## config.mk

```make
export PLATFORM = sky130hd
export DESIGN_NAME = eag_top
export DESIGN_NICKNAME = d
export VERILOG_FILES = /design/src/rtl/eag_pkg.sv /design/src/rtl/eag_rf_if.sv /design/src/rtl/eag_regfile.sv /design/src/rtl/eag_top.sv
export SDC_FILE = /design/constraint.sdc
export NUM_CORES = 1
export LEC_CHECK = 0
export BUFFER_PORTS_ARGS = -buffer_cell sky130_fd_sc_hd__buf_4
export CAP_MARGIN = 10
export CORE_MARGIN = 4
export CORE_UTILIZATION = 65
export DETAILED_ROUTE_END_ITERATION = 12
export GPL_ROUTABILITY_DRIVEN = 1
export PLACE_DENSITY = 0.83
export SYNTH_ARGS = -nofsm -noshare
export SYNTH_HDL_FRONTEND = slang
export SYNTH_SLANG_ARGS = --single-unit
```

## constraint.sdc

```tcl
create_clock -name clk -period 11.1 [get_ports clk]
set_input_delay 0.555 -clock clk [delete_from_list [all_inputs] [get_ports clk]]
set_output_delay 0.555 -clock clk [all_outputs]
set_load 0.01 [all_outputs]
```

## src/rtl/eag_pkg.sv

```systemverilog
// Shared types and constants of the effective address generator
package eag_pkg;

   localparam int ADDR_W   = 24;
   localparam int DATA_W   = 32;
   localparam int NREGS    = 8;
   localparam int REG_AW   = 3;
   localparam int BITNUM_W = 3;
   localparam int TRAP_W   = 2;

   typedef enum logic [3:0] {
      eag_m_reg_direct,
      eag_m_reg_ind,
      eag_m_disp16,
      eag_m_disp24,
      eag_m_post_inc,
      eag_m_pre_dec,
      eag_m_abs8,
      eag_m_abs16,
      eag_m_abs24,
      eag_m_imm,
      eag_m_pc_rel8,
      eag_m_pc_rel16,
      eag_m_mem_ind
   } eag_mode_t;

   typedef enum logic [2:0] {
      eag_op_alu,
      eag_op_xfer,
      eag_op_bit,
      eag_op_branch,
      eag_op_jump,
      eag_op_trap
   } eag_op_t;

   typedef enum logic [1:0] {
      eag_sz_byte,
      eag_sz_word,
      eag_sz_long
   } eag_size_t;

   // Upper fill of the short absolute and pointer indirect forms
   localparam logic [15:0]       ABS8_FILL  = 16'hffff;
   localparam logic [15:0]       PTR_FILL   = 16'h0000;
   // Address mask of the 1-Mbyte modes
   localparam logic [ADDR_W-1:0] MB1_MASK   = 24'h0fffff;
   localparam logic [DATA_W-1:0] STEP_BYTE  = 32'h00000001;
   localparam logic [DATA_W-1:0] STEP_WORD  = 32'h00000002;
   localparam logic [DATA_W-1:0] STEP_LONG  = 32'h00000004;
   localparam logic [ADDR_W-1:0] RST_ADDR   = 24'h000000;
   localparam logic [DATA_W-1:0] RST_WORD   = 32'h00000000;
   // Field positions inside a general register
   localparam int HI_BYTE_LSB = 8;
   localparam int EXT_HALF_LSB = 16;
   // Cycles from an accepted request to done, all modes but memory indirect
   localparam int LATENCY = 2;

endpackage : eag_pkg

```

## src/rtl/eag_rf_if.sv

```systemverilog
// Port bundle between the address generator and its general register store
`timescale 1ns/1ps
interface eag_rf_if;
   logic [eag_pkg::REG_AW-1:0] rd_addr;
   logic [eag_pkg::DATA_W-1:0] rd_data;
   logic [eag_pkg::REG_AW-1:0] rd2_addr;
   logic [eag_pkg::DATA_W-1:0] rd2_data;
   logic                       wr_en;
   logic [eag_pkg::REG_AW-1:0] wr_addr;
   logic [eag_pkg::DATA_W-1:0] wr_data;

   modport core  (output rd_addr, output rd2_addr, output wr_en, output wr_addr,
                  output wr_data, input rd_data, input rd2_data);
   modport store (input rd_addr, input rd2_addr, input wr_en, input wr_addr,
                  input wr_data, output rd_data, output rd2_data);
endinterface : eag_rf_if

```

## src/rtl/eag_regfile.sv

```systemverilog
// Eight 32-bit general registers, two registered read ports, one write port
`timescale 1ns/1ps
module eag_regfile (
   input wire logic clk,
   input wire logic rst_n,
   eag_rf_if.store  rf
);
   logic [eag_pkg::DATA_W-1:0] mem_q [eag_pkg::NREGS];
   logic [eag_pkg::DATA_W-1:0] rd_q;
   logic [eag_pkg::DATA_W-1:0] rd2_q;

   genvar g;
   generate
      for (g = 0; g < eag_pkg::NREGS; g++) begin : g_reg
         always_ff @(posedge clk or negedge rst_n) begin
            if (!rst_n) begin
               mem_q[g] <= eag_pkg::RST_WORD;
            end else if (rf.wr_en && rf.wr_addr == g[eag_pkg::REG_AW-1:0]) begin
               mem_q[g] <= rf.wr_data;
            end
         end
      end
   endgenerate

   // Read returns the value held before a same-cycle write
   always_ff @(posedge clk or negedge rst_n) begin
      if (!rst_n) begin
         rd_q  <= eag_pkg::RST_WORD;
         rd2_q <= eag_pkg::RST_WORD;
      end else begin
         rd_q  <= mem_q[rf.rd_addr];
         rd2_q <= mem_q[rf.rd2_addr];
      end
   end

   assign rf.rd_data  = rd_q;
   assign rf.rd2_data = rd2_q;
endmodule : eag_regfile

```

## src/rtl/eag_top.sv

```systemverilog
// Effective address generator: mode decode, address forming, register update
// How it works
// RULE1: ALU operands: register direct or immediate only
// RULE2: Transfers: all modes but PC-relative, memory indirect
// RULE3: Bit ops: direct, indirect, short absolute; bit source
// RULE4: Direct mode picks byte half, word half, longword
// RULE5: Indirect uses register low 24 bits
// RULE6: Displacement added, low 24 bits; 16-bit sign-extended
// RULE7: Post-increment: access first, then add 1/2/4
// RULE8: Pre-decrement: subtract 1/2/4, write back, use
// RULE9: Software keeps stepped register even for words
// RULE10: Short absolute fills upper 16 bits with ones
// RULE11: 16-bit absolute sign-extends bit 15 upward
// RULE12: 24-bit absolute used unmodified
// RULE13: Immediate supplies 8, 16 or 32 bit operand
// RULE14: Bit number from 3-bit immediate field
// RULE15: Trap instruction carries 2-bit vector selector
// RULE16: PC-relative: sign-extend, add next instruction address
// RULE17: Branch reach -126..+128 or -32766..+32768 bytes
// RULE18: Software keeps relative branch targets even
// RULE19: Memory indirect: fetch longword, drop first byte
// RULE20: Pointer address zero-extended to 0..255
// RULE21: Odd word, longword or branch address forced even
// RULE22: 1-Mbyte modes drop upper 4 address bits
`timescale 1ns/1ps
module eag_top (
   input  wire logic                            clk,
   input  wire logic                            rst_n,
   input  wire logic                            req_valid,
   input  wire eag_pkg::eag_op_t                req_op,
   input  wire eag_pkg::eag_mode_t              req_mode,
   input  wire eag_pkg::eag_size_t              req_size,
   input  wire logic [3:0]                      req_reg,
   input  wire logic [eag_pkg::REG_AW-1:0]      req_bit_reg,
   input  wire logic                            req_bit_from_reg,
   input  wire logic [eag_pkg::BITNUM_W-1:0]    req_bit_imm,
   input  wire logic [eag_pkg::DATA_W-1:0]      req_ext,
   input  wire logic [eag_pkg::ADDR_W-1:0]      req_pc_next,
   input  wire logic                            mode_1mb,
   input  wire logic                            ext_wr_en,
   input  wire logic [eag_pkg::REG_AW-1:0]      ext_wr_reg,
   input  wire logic [eag_pkg::DATA_W-1:0]      ext_wr_data,
   input  wire logic                            mem_rd_valid,
   input  wire logic [eag_pkg::DATA_W-1:0]      mem_rd_data,
   output logic                                 busy,
   output logic                                 done,
   output logic                                 illegal,
   output logic [eag_pkg::ADDR_W-1:0]           ea,
   output logic [eag_pkg::DATA_W-1:0]           operand,
   output logic [eag_pkg::BITNUM_W-1:0]         bit_num,
   output logic [eag_pkg::TRAP_W-1:0]           trap_vec,
   output logic                                 mem_rd_req,
   output logic [eag_pkg::ADDR_W-1:0]           mem_rd_addr
);
   typedef enum logic [1:0] {st_idle, st_calc, st_mem_wait} eag_state_t;

   eag_state_t                     state_q;
   eag_pkg::eag_op_t               op_q;
   eag_pkg::eag_mode_t             mode_q;
   eag_pkg::eag_size_t             size_q;
   logic [3:0]                     reg_q;
   logic                           bit_from_reg_q;
   logic [eag_pkg::BITNUM_W-1:0]   bit_imm_q;
   logic [eag_pkg::DATA_W-1:0]     ext_q;
   logic [eag_pkg::ADDR_W-1:0]     pc_q;
   logic                           mb1_q;
   logic                           busy_q, done_q, illegal_q, mem_rd_req_q;
   logic [eag_pkg::ADDR_W-1:0]     ea_q, mem_rd_addr_q;
   logic [eag_pkg::DATA_W-1:0]     operand_q;
   logic [eag_pkg::BITNUM_W-1:0]   bit_num_q;
   logic [eag_pkg::TRAP_W-1:0]     trap_vec_q;
   logic                           accept, legal;
   logic [eag_pkg::DATA_W-1:0]     step, sum;
   logic [eag_pkg::ADDR_W-1:0]     raw_addr, addr_d;
   logic [eag_pkg::DATA_W-1:0]     operand_d;
   logic                           wb_en;

   eag_rf_if rf ();

   eag_regfile u_regfile (
      .clk   (clk),
      .rst_n (rst_n),
      .rf    (rf.store)
   );

   // Mode legality per instruction class
   function automatic logic mode_ok(eag_pkg::eag_op_t op, eag_pkg::eag_mode_t m);
      case (op)
         eag_pkg::eag_op_alu:    mode_ok = m inside {eag_pkg::eag_m_reg_direct,
                                                     eag_pkg::eag_m_imm}; // RULE1
         eag_pkg::eag_op_xfer:   mode_ok = !(m inside {eag_pkg::eag_m_pc_rel8,
                                                       eag_pkg::eag_m_pc_rel16,
                                                       eag_pkg::eag_m_mem_ind}); // RULE2
         eag_pkg::eag_op_bit:    mode_ok = m inside {eag_pkg::eag_m_reg_direct,
                                                     eag_pkg::eag_m_reg_ind,
                                                     eag_pkg::eag_m_abs8}; // RULE3
         eag_pkg::eag_op_branch: mode_ok = m inside {eag_pkg::eag_m_pc_rel8,
                                                     eag_pkg::eag_m_pc_rel16};
         eag_pkg::eag_op_jump:   mode_ok = m inside {eag_pkg::eag_m_reg_ind,
                                                     eag_pkg::eag_m_abs24,
                                                     eag_pkg::eag_m_mem_ind};
         eag_pkg::eag_op_trap:   mode_ok = m == eag_pkg::eag_m_imm;
         default:                mode_ok = 1'b0;
      endcase
   endfunction : mode_ok

   function automatic logic [eag_pkg::DATA_W-1:0] step_of(eag_pkg::eag_size_t s);
      case (s)
         eag_pkg::eag_sz_byte: step_of = eag_pkg::STEP_BYTE;
         eag_pkg::eag_sz_word: step_of = eag_pkg::STEP_WORD;
         default:              step_of = eag_pkg::STEP_LONG;
      endcase
   endfunction : step_of

   // Used for register operands and for immediate data alike
   function automatic logic [eag_pkg::DATA_W-1:0] fit_size(logic [eag_pkg::DATA_W-1:0] v,
                                                            eag_pkg::eag_size_t s);
      case (s)
         eag_pkg::eag_sz_byte: fit_size = {24'h000000, v[7:0]};
         eag_pkg::eag_sz_word: fit_size = {16'h0000, v[15:0]};
         default:              fit_size = v;
      endcase
   endfunction : fit_size

   // Alignment first, then the 1-Mbyte cut; both are pure masks so order is free
   function automatic logic [eag_pkg::ADDR_W-1:0] finish(logic [eag_pkg::ADDR_W-1:0] a,
                                                          logic even, logic mb1);
      logic [eag_pkg::ADDR_W-1:0] r;
      r = a;
      if (even) r[0] = 1'b0; // RULE21
      if (mb1) r = r & eag_pkg::MB1_MASK; // RULE22
      finish = r;
   endfunction : finish

   assign accept = (state_q == st_idle) && req_valid && !ext_wr_en;
   assign legal  = mode_ok(op_q, mode_q);
   assign step   = step_of(size_q);

   // Operand and address forming, valid in the calc state
   always_comb begin
      raw_addr  = eag_pkg::RST_ADDR;
      operand_d = eag_pkg::RST_WORD;
      sum       = rf.rd_data;
      wb_en     = 1'b0;
      case (mode_q)
         eag_pkg::eag_m_reg_direct: begin
            case (size_q)
               eag_pkg::eag_sz_byte:
                  operand_d = reg_q[3] ? fit_size(rf.rd_data, eag_pkg::eag_sz_byte) :
                     fit_size(rf.rd_data >> eag_pkg::HI_BYTE_LSB, eag_pkg::eag_sz_byte); // RULE4
               eag_pkg::eag_sz_word:
                  operand_d = reg_q[3] ?
                     fit_size(rf.rd_data >> eag_pkg::EXT_HALF_LSB, eag_pkg::eag_sz_word) :
                     fit_size(rf.rd_data, eag_pkg::eag_sz_word); // RULE4
               default: operand_d = rf.rd_data; // RULE4
            endcase
         end
         eag_pkg::eag_m_reg_ind:  raw_addr = rf.rd_data[23:0]; // RULE5
         eag_pkg::eag_m_disp16: begin
            sum      = rf.rd_data + {{16{ext_q[15]}}, ext_q[15:0]}; // RULE6
            raw_addr = sum[23:0];
         end
         eag_pkg::eag_m_disp24: begin
            sum      = rf.rd_data + {8'h00, ext_q[23:0]}; // RULE6
            raw_addr = sum[23:0];
         end
         eag_pkg::eag_m_post_inc: begin
            raw_addr = rf.rd_data[23:0]; // RULE7
            sum      = rf.rd_data + step; // RULE7
            wb_en    = 1'b1;
         end
         eag_pkg::eag_m_pre_dec: begin
            sum      = rf.rd_data - step; // RULE8
            raw_addr = sum[23:0]; // RULE8
            wb_en    = 1'b1;
         end
         eag_pkg::eag_m_abs8:  raw_addr = {eag_pkg::ABS8_FILL, ext_q[7:0]}; // RULE10
         eag_pkg::eag_m_abs16: raw_addr = {{8{ext_q[15]}}, ext_q[15:0]}; // RULE11
         eag_pkg::eag_m_abs24: raw_addr = ext_q[23:0]; // RULE12
         eag_pkg::eag_m_imm:   operand_d = fit_size(ext_q, size_q); // RULE13
         eag_pkg::eag_m_pc_rel8:
            raw_addr = pc_q + {{16{ext_q[7]}}, ext_q[7:0]}; // RULE16 RULE17
         eag_pkg::eag_m_pc_rel16:
            raw_addr = pc_q + {{8{ext_q[15]}}, ext_q[15:0]}; // RULE16 RULE17
         eag_pkg::eag_m_mem_ind: raw_addr = {eag_pkg::PTR_FILL, ext_q[7:0]}; // RULE20
         default: raw_addr = eag_pkg::RST_ADDR;
      endcase
      addr_d = finish(raw_addr,
                      size_q != eag_pkg::eag_sz_byte || op_q == eag_pkg::eag_op_branch ||
                      op_q == eag_pkg::eag_op_jump || mode_q == eag_pkg::eag_m_mem_ind,
                      mb1_q);
   end

   // Register reads go out with the request; data returns in the calc state
   assign rf.rd_addr  = req_reg[2:0];
   assign rf.rd2_addr = req_bit_reg;
   // Step write-back happens in the calc state, after the old value was used
   assign rf.wr_en    = (state_q == st_calc && legal && wb_en) ||
                        (state_q == st_idle && ext_wr_en); // RULE7 RULE8
   assign rf.wr_addr  = (state_q == st_calc) ? reg_q[2:0] : ext_wr_reg;
   assign rf.wr_data  = (state_q == st_calc) ? sum : ext_wr_data;

   always_ff @(posedge clk or negedge rst_n) begin
      if (!rst_n) begin
         op_q           <= eag_pkg::eag_op_alu;
         mode_q         <= eag_pkg::eag_m_reg_direct;
         size_q         <= eag_pkg::eag_sz_byte;
         reg_q          <= 4'h0;
         bit_from_reg_q <= 1'b0;
         bit_imm_q      <= 3'h0;
         ext_q          <= eag_pkg::RST_WORD;
         pc_q           <= eag_pkg::RST_ADDR;
         mb1_q          <= 1'b0;
      end else if (accept) begin
         op_q           <= req_op;
         mode_q         <= req_mode;
         size_q         <= req_size;
         reg_q          <= req_reg;
         bit_from_reg_q <= req_bit_from_reg;
         bit_imm_q      <= req_bit_imm;
         ext_q          <= req_ext;
         pc_q           <= req_pc_next;
         mb1_q          <= mode_1mb;
      end
   end

   always_ff @(posedge clk or negedge rst_n) begin
      if (!rst_n) begin
         state_q <= st_idle;
      end else begin
         case (state_q)
            st_idle:     if (accept) state_q <= st_calc;
            st_calc:     state_q <= (legal && mode_q == eag_pkg::eag_m_mem_ind) ?
                                    st_mem_wait : st_idle;
            st_mem_wait: if (mem_rd_valid) state_q <= st_idle;
            default:     state_q <= st_idle;
         endcase
      end
   end

   always_ff @(posedge clk or negedge rst_n) begin
      if (!rst_n) begin
         busy_q <= 1'b0;
      end else begin
         busy_q <= accept || (state_q == st_calc && legal &&
                   mode_q == eag_pkg::eag_m_mem_ind) || (state_q == st_mem_wait && !mem_rd_valid);
      end
   end

   // Pointer fetch request stands until the longword returns
   always_ff @(posedge clk or negedge rst_n) begin
      if (!rst_n) begin
         mem_rd_req_q  <= 1'b0;
         mem_rd_addr_q <= eag_pkg::RST_ADDR;
      end else if (state_q == st_calc && legal && mode_q == eag_pkg::eag_m_mem_ind) begin
         mem_rd_req_q  <= 1'b1; // RULE19
         mem_rd_addr_q <= addr_d;
      end else if (mem_rd_valid) begin
         mem_rd_req_q  <= 1'b0;
      end
   end

   always_ff @(posedge clk or negedge rst_n) begin
      if (!rst_n) begin
         done_q     <= 1'b0;
         illegal_q  <= 1'b0;
         ea_q       <= eag_pkg::RST_ADDR;
         operand_q  <= eag_pkg::RST_WORD;
         bit_num_q  <= 3'h0;
         trap_vec_q <= 2'h0;
      end else if (state_q == st_calc && !(legal && mode_q == eag_pkg::eag_m_mem_ind)) begin
         done_q     <= 1'b1;
         illegal_q  <= !legal;
         ea_q       <= legal ? addr_d : eag_pkg::RST_ADDR;
         operand_q  <= legal ? operand_d : eag_pkg::RST_WORD;
         bit_num_q  <= bit_from_reg_q ? rf.rd2_data[2:0] : bit_imm_q; // RULE3 RULE14
         trap_vec_q <= ext_q[1:0]; // RULE15
      end else if (state_q == st_mem_wait && mem_rd_valid) begin
         done_q     <= 1'b1;
         illegal_q  <= 1'b0;
         ea_q       <= finish(mem_rd_data[23:0], 1'b1, mb1_q); // RULE19 RULE21 RULE22
         operand_q  <= eag_pkg::RST_WORD;
      end else begin
         done_q     <= 1'b0;
      end
   end

   assign busy        = busy_q;
   assign done        = done_q;
   assign illegal     = illegal_q;
   assign ea          = ea_q;
   assign operand     = operand_q;
   assign bit_num     = bit_num_q;
   assign trap_vec    = trap_vec_q;
   assign mem_rd_req  = mem_rd_req_q;
   assign mem_rd_addr = mem_rd_addr_q;
endmodule : eag_top

```

# Word-level counts from Yosys, hierarchy flattened
# Cells that the tools add are included.
# word_totals
regBits	456
latchBits	0
ram_bits	0
mem_bits_ro	0
input_bits	149
out_inout_bits	89
word_cells	151
mem_count	0
# op_classes
addsub	6
n_mul	0
n_div	0
order_cmp	2
n_eq_ne	29
shifts	0
muxes	38
bitwise	2
reduce_logical	45
# ops
operator	n
one-hot mux 24 bit (10 select lines)	1
binary-select mux 32 bit (select 3 bit)	2
2-to-1 mux 32 bit	6
one-hot mux 32 bit (2 select lines)	3
one-hot mux 32 bit (4 select lines)	1
2-to-1 mux 24 bit	5
adder 32 bit	2
adder 24 bit	2
adder 32 x 24 -> 32 bit	1
subtractor 32 bit	1
== test 4 bit (second input constant)	5
== test 3 bit (second input constant)	6
logical AND 1 bit	18
== test 4 x 3 -> 1 bit (second input constant)	4
2-to-1 mux 16 bit	1
== test 3 x 2 -> 1 bit (second input constant)	4
2-to-1 mux 3 bit	4
nonzero test 2 bit	5
nonzero test 3 bit	3
== test 4 x 2 -> 1 bit (second input constant)	2
greater-or-equal comparator 4 bit (second input constant)	2
2-to-1 mux 1 bit	8
2-to-1 mux 8 bit	1
inverter 3 -> 4 bit	2
16 further kinds	33

# Logic depth before layout (Yosys ltp)
# Gate-level depths: netlist (run 1).
# logic_depth
depth_word	8
ltp_mapped	17
ltp_nobuf	14

# By module
# Synthesis (run 1) repeated with hierarchy kept, for this count alone.
# hier_totals
cells_unflattened	2544
hier_area_um2	29334.4
# modules_own_cells
module	n_inst	cells_per_inst	area_per_inst_um2	seq_area_each_um2
eag_regfile	1	843	15328.5	8007.7
eag_top	1	1701	14005.9	4129.0

# Worst setup path after synthesis (run 1)
# OpenSTA, ideal clock, no wires.
# synth_timing
kind	reg2reg
start	register mode_q[1]
end	register ea_q (netlist bit ea[18])
setup_time_ns	0.149
arrival_ns	3.906
required_ns	10.951
path_slack_ns	7.045
stages_incl_launch_ff	17
path_buffers	5
period_less_slack_ns	4.055
path_cell_list	dfrtp_1 > clkbuf_1 > clkbuf_1 > and2_1 > clkbuf_1 > clkbuf_1 > buf_1 > a31o_2 > ha_1 > a21o_1 > a21o_1 > a31o_2 > a41o_1 > a21oi_1 > a21oi_1 > a2111oi_0 > a221oi_1
# synth_via
elab_chain_len	8
word_cells_on_any_way	29
classes_between	eq/ne: 12; mux: 5; reduce/logical: 12
# synth_lines
item	line	text
from (decl)	eag_top.sv:59	eag_pkg::eag_mode_t mode_q;
from (signal assigned)	eag_top.sv:206	mode_q <= eag_pkg::eag_m_reg_direct;
from (signal assigned)	eag_top.sv:216	mode_q <= req_mode;
== test 4 bit (on tied branches)	-	
nonzero test 3 bit	eag_top.sv:91	eag_pkg::eag_op_xfer: mode_ok = !(m inside {eag_pkg::eag_m_pc_rel8,
zero test 1 bit	eag_top.sv:91	
one-hot mux 1 bit (6 select lines)	eag_top.sv:88	case (op)
logical AND 1 bit	eag_top.sv:271	end else if (state_q == st_calc && !(legal && mode_q == eag_pkg::eag_m_mem_ind)) begin
zero test 1 bit	eag_top.sv:271	
logical AND 1 bit	eag_top.sv:271	
2-to-1 mux 24 bit or nonzero test 2 bit (tied branches)	-	
to (signal assigned)	eag_top.sv:267	ea_q <= eag_pkg::RST_ADDR;
to (signal assigned)	eag_top.sv:274	ea_q <= legal ? addr_d : eag_pkg::RST_ADDR;
to (signal assigned)	eag_top.sv:281	ea_q <= finish(mem_rd_data[23:0], 1'b1, mb1_q);
to (decl)	eag_top.sv:68	logic [eag_pkg::ADDR_W-1:0] ea_q, mem_rd_addr_q;
# Several ways; a longest one is shown, not always the timed one.
# A chain may end at the register's enable or synchronous reset.

# Final worst setup path (run 1)
# layout_timing
start	register size_q[1]
end	register u_regfile.mem_q[87] (netlist bit)
# layout_via
elab_chain_len	5
word_cells_on_any_way	7
classes_between	add/sub: 2; eq/ne: 1; mux: 3; reduce/logical: 1
# layout_lines
item	line	text
from (decl)	eag_top.sv:60	eag_pkg::eag_size_t size_q;
from (signal assigned)	eag_top.sv:207	size_q <= eag_pkg::eag_sz_byte;
from (signal assigned)	eag_top.sv:217	size_q <= req_size;
== test 2 x 1 -> 1 bit or zero test 2 bit (tied branches)	eag_top.sv:108	case (s)
one-hot mux 3 bit (2 select lines) (*)	eag_top.sv:108	
subtractor 32 bit or adder 32 bit (tied branches)	eag_top.sv:173, eag_top.sv:169	
one-hot mux 32 bit (4 select lines) (*)	eag_top.sv:145	case (mode_q)
2-to-1 mux 32 bit (*)	eag_top.sv:201	assign rf.wr_data = (state_q == st_calc) ? sum : ext_wr_data;
to (signal, indexed assignment)	eag_regfile.sv:17	mem_q[g] <= eag_pkg::RST_WORD;
to (signal, indexed assignment)	eag_regfile.sv:19	mem_q[g] <= rf.wr_data;
to (decl)	eag_regfile.sv:8	logic [eag_pkg::DATA_W-1:0] mem_q [eag_pkg::NREGS];
# Mark *: on every way between the ends. The rest lies on a longest branch, timed or not.

==> results of run 1 <==
-- how the worst max path moves through the flow --
stage                         start  cells past startpoint  slack (ns)             endpoint
after detailed placement  size_q[1]                     10        6.44  u_regfile.mem_q[55]
after floorplan           mode_q[1]                     16        7.05               ea[18]
after CTS                 size_q[1]                     10        6.38  u_regfile.mem_q[87]
after global routing      size_q[1]                     12        6.02  u_regfile.mem_q[87]
after global placement    size_q[1]                     10        6.49  u_regfile.mem_q[55]
final                     size_q[1]                     12        6.05  u_regfile.mem_q[87]
-- synthesized netlist by cell type (all sizes together), types with 6 or more instances --
| cell | count |
|---|---|
| a21oi | 146 |
| a31oi | 29 |
| o221ai | 8 |
| o311ai | 7 |
| a22o | 11 |
| o31ai | 11 |
| o21a | 8 |
| o21ai | 204 |
| inv | 38 |
| nand2b | 19 |
| nand3 | 32 |
| a21o | 42 |
| a221oi | 19 |
| o21bai | 15 |
| ha | 69 |
| a22oi | 41 |
| and3 | 22 |
| o211ai | 12 |
| xnor2 | 44 |
| or3 | 10 |
| buf | 43 |
| a211o | 6 |
| a31o | 10 |
| mux2i | 28 |
| or4 | 6 |
| clkbuf | 132 |
| a2111oi | 8 |
| nor2b | 10 |
| a221o | 8 |
| nand2 | 256 |
| xor2 | 34 |
| and2 | 27 |
| nor4 | 14 |
| nand4 | 14 |
| a211oi | 25 |
| mux2 | 280 |
| dfrtp | 456 |
| o22ai | 30 |
| mux4 | 70 |
| nor3 | 47 |
| nor2 | 147 |
-- final cells by class --
type                       count  area, µm²
tap                          525        657
multi-input combinational   1843      14200
antenna                        1       2.50
sequential                   456      11400
clock buffer                  70       1350
timing repair buffer         265       2000
inverter                      40        150
clock inverter                14        189
fill                        2618      10000
-- per-layer routing --
metal	routed length [µm]	vias up	GRT usage, %
met4	3240	0	15.3
met2	38900	1391	58.4
met5	0	-	0
li1	-	9625	-
met3	8790	237	7.56
met1	32800	11100	51.7
-- flip-flops by register name, indices dropped and copies added, names as in the netlist, 2 cells and up --
name and count:
bit_imm_q 3, bit_num 3, ea 24, ext_q 32, mem_rd_addr 24, mode_q 4, op_q 3, operand 32
pc_q 24, reg_q 4, size_q 2, state_q 2, trap_vec 2, u_regfile.mem_q 256, u_regfile.rf.rd2_data 3, u_regfile.rf.rd_data 32
-- logic make-up (layout without fill, tap and decap cells) --
kind of cell             Yosys count  in the layout  share of synthesized area [%]
AO/OA/AOI/OAI                    687            687                           17.2
XOR/XNOR                          78             78                           2.59
adder cells (fa/ha/maj)           73             73                           3.58
buffers and inverters            215            389                           3.21
flip-flops                       456            456                           43.3
multiplexers                     378            378                           19.0
other                              0              1                              0
AND/OR/NAND/NOR                  627            627                           11.1
-- stage by stage --
| stage | instance area (µm²) | power (mW) | hold slack [ns] | std cells |
|---|---|---|---|---|
| final | 29900 | 7.28 | 0.0357 | 3214 |
| after global routing | 29900 | 7.62 | 0.112 | 3214 |
| after CTS | 29900 | 7.19 | 0.0518 | 3213 |
| after detailed placement | 28400 | 5.55 | 0.465 | 3129 |
| after global placement | 28400 | 5.40 | 0.456 | 3129 |
| after floorplan | 26400 | 4.62 | 0.259 | 2514 |
-- power groups by stage --
stage	registers, mW	clock network, mW	logic (mW)
finish	2.81	1.60	2.88
floorplan	2.47	0	2.15
detailed placement	2.78	0	2.77
global placement	2.72	0	2.68
CTS	2.77	1.61	2.82
global route	2.85	1.68	3.10
-- critical path, cell delays in order, from the launching register on --
cell and delay (ns):
sky130_fd_sc_hd__dfrtp_1 0.76, sky130_fd_sc_hd__clkinv_1 0.52, sky130_fd_sc_hd__ha_1 0.54, sky130_fd_sc_hd__nand2b_1 0.12
sky130_fd_sc_hd__nand3_1 0.25, sky130_fd_sc_hd__nor2_1 0.39, sky130_fd_sc_hd__and3_1 0.27, sky130_fd_sc_hd__o21ai_0 0.09
sky130_fd_sc_hd__nand2_1 0.09, sky130_fd_sc_hd__nand3_1 0.10, sky130_fd_sc_hd__nor4_1 1.08, sky130_fd_sc_hd__nor2_1 0.32
sky130_fd_sc_hd__mux2_2 0.37
==> out/qor.txt, run 1 <==
Number of instances in the synthesized netlist: 2,514
DRC violation total after the first TritonRoute iteration: 2,809
Worst min-delay path category: in -> async
Die Ht: 209 µm
Part of the power in combinational logic: 39.6%
Setup clock skew after layout: 0.0284 ns
Average via count per standard cell: 6.96
Nets: 2,875
Switching share of power: 39.5%
Core Footprint: 39,900 µm²
Number of detailed-route iterations in the first pass: 6
Most common library cell in the layout ignoring fill and taps: sky130_fd_sc_hd__dfrtp_1
First-pass GRT wire length: 129,000 µm
Largest vdd supply drop: 0.167 mV
Setup WS post-layout: 6.05 ns
Final HPWL from detailed placement: 57,100 µm
RR Startpoint: size_q[1]
Synthesized net count: 2,736
Kind of end point of the critical path: flop
Post-synth ARST share: 100%
Share of total power in the clock network: 21.9%
Number of buffers created by CTS: 47
Hold buffer count at CTS: 0
Clock root cell: sky130_fd_sc_hd__clkbuf_16
End of the worst register-to-register path: u_regfile.mem_q[87]
Flop pwr share: 38.5%
Placement row count: 73
Mean instance size in the synthesized netlist: 10.5 µm²
Classification of the worst setup path: reg -> reg
Post-route core utilization: 75.0%
Synthesis-to-layout area growth: 13.5%
Effective utilization at floorplan: 66.0%
Max-slew headroom at the worst pin: 9.54%
Final routed wire length divided by cell count: 26.0 µm
Largest net degree at the start of global routing: 123
Yosys cell types: 95
Ratio of cells with drive above 1 in the final layout: 27.9%
Max-capacitance violation count: 0
Clock Latency Late Sink: 0.62 ns
Ratio of final minimum period to clock period: 45.5%
Ports: 238
Area fraction of the dominant cell type after synthesis: 43.3%
DRT antenna net count: 0
Max-slew violation count: 0
Power density relative to cell area: 243 nW/µm²
Number of clock sinks: 456
Result of the run: finished clean
Final Hold Fails: 0
Synth warn: 0
Shortest clock period the worst path allows after layout: 5.05 ns
Crit path launch type: flop
Resized cells post-CTS: 0
TritonCTS clock tree: yes
Postcts setup bufs: 0
Horiz. Die Dim: 209 µm
Placement-stage worst setup slack: 6.44 ns
Detailed Route WL: 83,700 µm
FF-to-FF path depth: 12
Psw: 2.88 mW
Number of antenna violations at the first check in global routing: 1
Max Clk Rate: 0.198 GHz
Number of enable flip-flop cells after synthesis: 0
Total global routing overflow: 0
Post-CTS clock slew at the launch and capture registers of the worst setup and hold paths: 0.06 ns
Reg-to-reg slack, setup: 6.05 ns
Weighted congestion reported at the end of routability-driven placement: 1.02
Worst slew pin tran: 1.32 ns
FF+latch count, synth: 456
Leading post-synthesis cells by cell area: sky130_fd_sc_hd__dfrtp_1 43%, sky130_fd_sc_hd__mux2_2 12%, sky130_fd_sc_hd__mux4_2 6.0%
Commonest cells after routing, fill and taps aside: 456 x sky130_fd_sc_hd__dfrtp_1, 279 x sky130_fd_sc_hd__mux2_2, 264 x sky130_fd_sc_hd__buf_4
Sequential cell area fraction in the yosys report: 43.3%
Cell area after synthesis: 26,400 µm²
Data arrival at the endpoint of the critical path: 5.52 ns
RSZ-0062 raised after global routing: false
Maximum fanout along the worst path: 17
Count of H-tree levels built during CTS: 2
Primary flip-flop cell chosen by synthesis mapping: sky130_fd_sc_hd__dfrtp_1
Area enclosed by the die boundary: 43,800 µm²
Leakage power summed over all cells: 13.1 nW
Aggregate global-route resource usage: 37.3%
Number of global-route vias before repair: 22,500
Post-synthesis cell type with the largest combined area: sky130_fd_sc_hd__dfrtp_1
Number of vias in the routed layout: 22,400
Final-layout setup total negative slack: 0 ns
Internal Pwr Total: 4.40 mW
Number of buffers between clock root and the deepest sink: 3
Number of setup violations in the final report: 0
Worst EP required: 11.58 ns
Drt drc: 0
# port buffers: 228
No activity file was read; power rests on OpenSTA's default activity.
==> run 2, diff against run 1 <==
- CORE_UTILIZATION: 65 -> 55
- PLACE_DENSITY: 0.83 -> 0.75
- clock period: 11.1 -> 4.6 ns (I/O delays scaled with it)
==> run 2 against run 1 <==
Sequential cell count unchanged. Clock power increased by 150%. Critical path depth is 1 higher. Largest cell class unchanged. Routed wire length increased by 0.95%.
==> out/qor.txt, run 2 (synthesized netlist as in run 1, its figures left out) <==
Final-layout setup total negative slack: 0 ns (unchanged)
Leakage power summed over all cells: 13.7 nW (+5.1%)
Largest register by flop count: u_regfile.mem_q
Share of total power in the clock network: 22.1% (+0.2 points)
Total global routing overflow: 0 (unchanged)
Setup clock skew after layout: 0.0374 ns (+0.00894 ns)
# port buffers: 228 (unchanged)
Final HPWL from detailed placement: 59,000 µm (+3.3%)
Max Clk Rate: 0.233 GHz (+18%)
Crit path cell chain: nor2_1 > ha_1 > inv_1 > fa_1 > a21o_1 > nor3_4 > nand2_1 > xor2_1 > nor2_1 > nor3_1 > o2111ai_1 > o21ai_1 > o21ai_0
Ratio of cells with drive above 1 in the final layout: 28.3% (+0.42 points)
RR Startpoint: size_q[1]
Nets: 3,019 (+5.0%)
Number of buffers created by CTS: 48 (+2.1%)
Number of antenna violations at the first check in global routing: 1 (unchanged)
Largest register FFs: 256 (unchanged)
Area used by multi-input combinational logic: 14,200 µm² (about the same)
Resized cells post-CTS: 0 (unchanged)
Drt drc: 0 (unchanged)
Worst Hold Path Cells: 3
Die Ht: 227 µm (+8.4%)
Kind of end point of the critical path: flop
Effective utilization at floorplan: 56.1% (-9.9 points)
Clock Latency Late Sink: 0.62 ns (about the same)
End of the worst register-to-register path: u_regfile.mem_q[110]
Classification of the worst setup path: reg -> reg
Core Footprint: 47,000 µm² (+18%)
RSZ-0062 raised after global routing: false
Average via count per standard cell: 6.51 (-6.5%)
Largest vdd supply drop: 0.336 mV (+100%)
Worst min-delay path category: in -> reg
Synthesis-to-layout area growth: 19.2%
Number of buffers between clock root and the deepest sink: 3 (unchanged)
Psw: 6.89 mW (+140%)
Final routed wire length divided by cell count: 24.5 µm (-5.8%)
Post-route core utilization: 66.9% (-8.0 points)
FF-to-FF path depth: 13 (+1)
Terminating pin of the worst hold path: reg_q[2]
Number of setup violations in the final report: 0 (unchanged)
Max-slew headroom at the worst pin: 20.2% (+11 points)
Number of detailed-route iterations in the first pass: 9 (+3)
Shortest clock period the worst path allows after layout: 4.29 ns (-0.762 ns)
Number of vias in the routed layout: 22,400 (+0.21%)
Area enclosed by the die boundary: 51,500 µm² (+17%)
Hold path startpoint: ext_wr_en
Count of H-tree levels built during CTS: 2 (unchanged)
Clock root cell: sky130_fd_sc_hd__clkbuf_16
Critical path buffers and inverters: 1 (unchanged)
Ratio of final minimum period to clock period: 93.2% (+48 points)
Number of global-route vias before repair: 22,500 (-0.13%)
Max incr delay on CP: 0.57 ns (-0.51 ns)
Data arrival at the endpoint of the critical path: 4.73 ns (-0.79 ns)
Crit path launch type: flop
Internal Pwr Total: 10.9 mW (+150%)
First-pass GRT wire length: 130,000 µm (+0.53%)
Commonest cells after routing, fill and taps aside: 456 x sky130_fd_sc_hd__dfrtp_1, 314 x sky130_fd_sc_hd__buf_4, 279 x sky130_fd_sc_hd__mux2_2
Flop pwr share: 36.0% (-2.5 points)
Crit-path most repeated cell: sky130_fd_sc_hd__nor2_1
Power density relative to cell area: 567 nW/µm² (+130%)
Maximum fanout along the worst path: 8 (-9)
Filler Cell Count: 3,463 (+32%)
Aggregate global-route resource usage: 32.3% (-5.0 points)
Placement row count: 79 (+8.2%)
Post-CTS clock slew at the launch and capture registers of the worst setup and hold paths: 0.06 ns (about the same)
DRC violation total after the first TritonRoute iteration: 2,735 (-2.6%)
Result of the run: finished clean
Reg-to-reg slack, setup: 0.31 ns (-5.74 ns)
Worst EP required: 5.05 ns (-6.53 ns)
Slowest cell on crit path: sky130_fd_sc_hd__nor3_1
Largest net degree at the start of global routing: 106 (-14%)
Number of clock sinks: 456 (unchanged)
Max-slew violation count: 0 (unchanged)
Weighted congestion reported at the end of routability-driven placement: 1.03 (+1.5%)
Max-capacitance violation count: 0 (unchanged)
Part of the power in combinational logic: 41.9% (+2.3 points)
Detailed Route WL: 84,500 µm (+0.95%)
Area used by sequential logic in the layout: 11,400 µm² (unchanged)
Worst slew pin tran: 1.19 ns (-0.130 ns)
Horiz. Die Dim: 227 µm (+8.4%)
Switching share of power: 38.7% (-0.88 points)
Final Hold Fails: 0 (unchanged)
Most common library cell in the layout ignoring fill and taps: sky130_fd_sc_hd__dfrtp_1
TritonCTS clock tree: yes
DRT antenna net count: 0 (unchanged)
Top Family by Delay on Critical Path: simple AND/OR/NAND/NOR gates
Ports: 238 (unchanged)
[run 2: per-stage QoR]
stage	hold slack, ns	power, mW	std cells	setup WS (ns)	cell area (µm²)
6_report	0.0485	17.8	3443	0.315	31400
4_1_cts	0.0265	17.6	3442	0.511	31400
3_3_place_gp	0.293	13.3	3264	0.643	28900
5_1_grt	0.0434	18.7	3443	0.0522	31400
3_5_place_dp	0.312	13.6	3264	0.516	28900
2_1_floorplan	-0.0656	11.2	2514	0.545	26400
[run 2: cell type report]
cell class	instances	share of cell area, %
well taps	607	2.42
clock inverters	12	0.613
repair buffers	408	10.6
multi-input cells	1843	45.0
diodes	1	0.00797
clock buffers	76	4.51
inverters	40	0.478
flip-flops and latches	456	36.3
[run 2: repair_timing]
action | 4_1_cts | 5_1_grt
endpoints found under the hold margin | 192 | 0
hold buffers | 90 | 0
buffers inserted | 0 | 0
[run 2: per-layer routing]
layer,vias up,wire [µm],GRT usage [%]
met5,-,0,0
li1,9902,-,-
met4,0,2990,11.4
met3,206,7390,6.87
met2,1132,39400,51.5
met1,11200,34700,44.4
[run 2: power groups by stage]
stage | clock (mW) | sequential (mW) | combinational, mW
2_1_floorplan | 0 | 5.96 | 5.20
3_3_place_gp | 0 | 6.27 | 7.00
3_5_place_dp | 0 | 6.40 | 7.16
4_1_cts | 3.98 | 6.34 | 7.30
5_1_grt | 4.14 | 6.51 | 8.08
6_report | 3.94 | 6.41 | 7.47
[run 2: worst max path at each step]
stage | startpoint | end | cells past startpoint
global placement | size_q[1] | u_regfile.mem_q[188] | 14
detailed placement | size_q[1] | u_regfile.mem_q[174] | 13
finish | size_q[1] | u_regfile.mem_q[110] | 13
floorplan | mode_q[1] | ea[18] | 16
CTS | size_q[1] | u_regfile.mem_q[152] | 13
global route | size_q[1] | u_regfile.mem_q[152] | 14
[run 2: worst min-delay path, stage by stage]
cell and delay [ns]:
sky130_fd_sc_hd__buf_4 0.10, sky130_fd_sc_hd__nor4b_2 0.07, sky130_fd_sc_hd__mux2_2 0.22
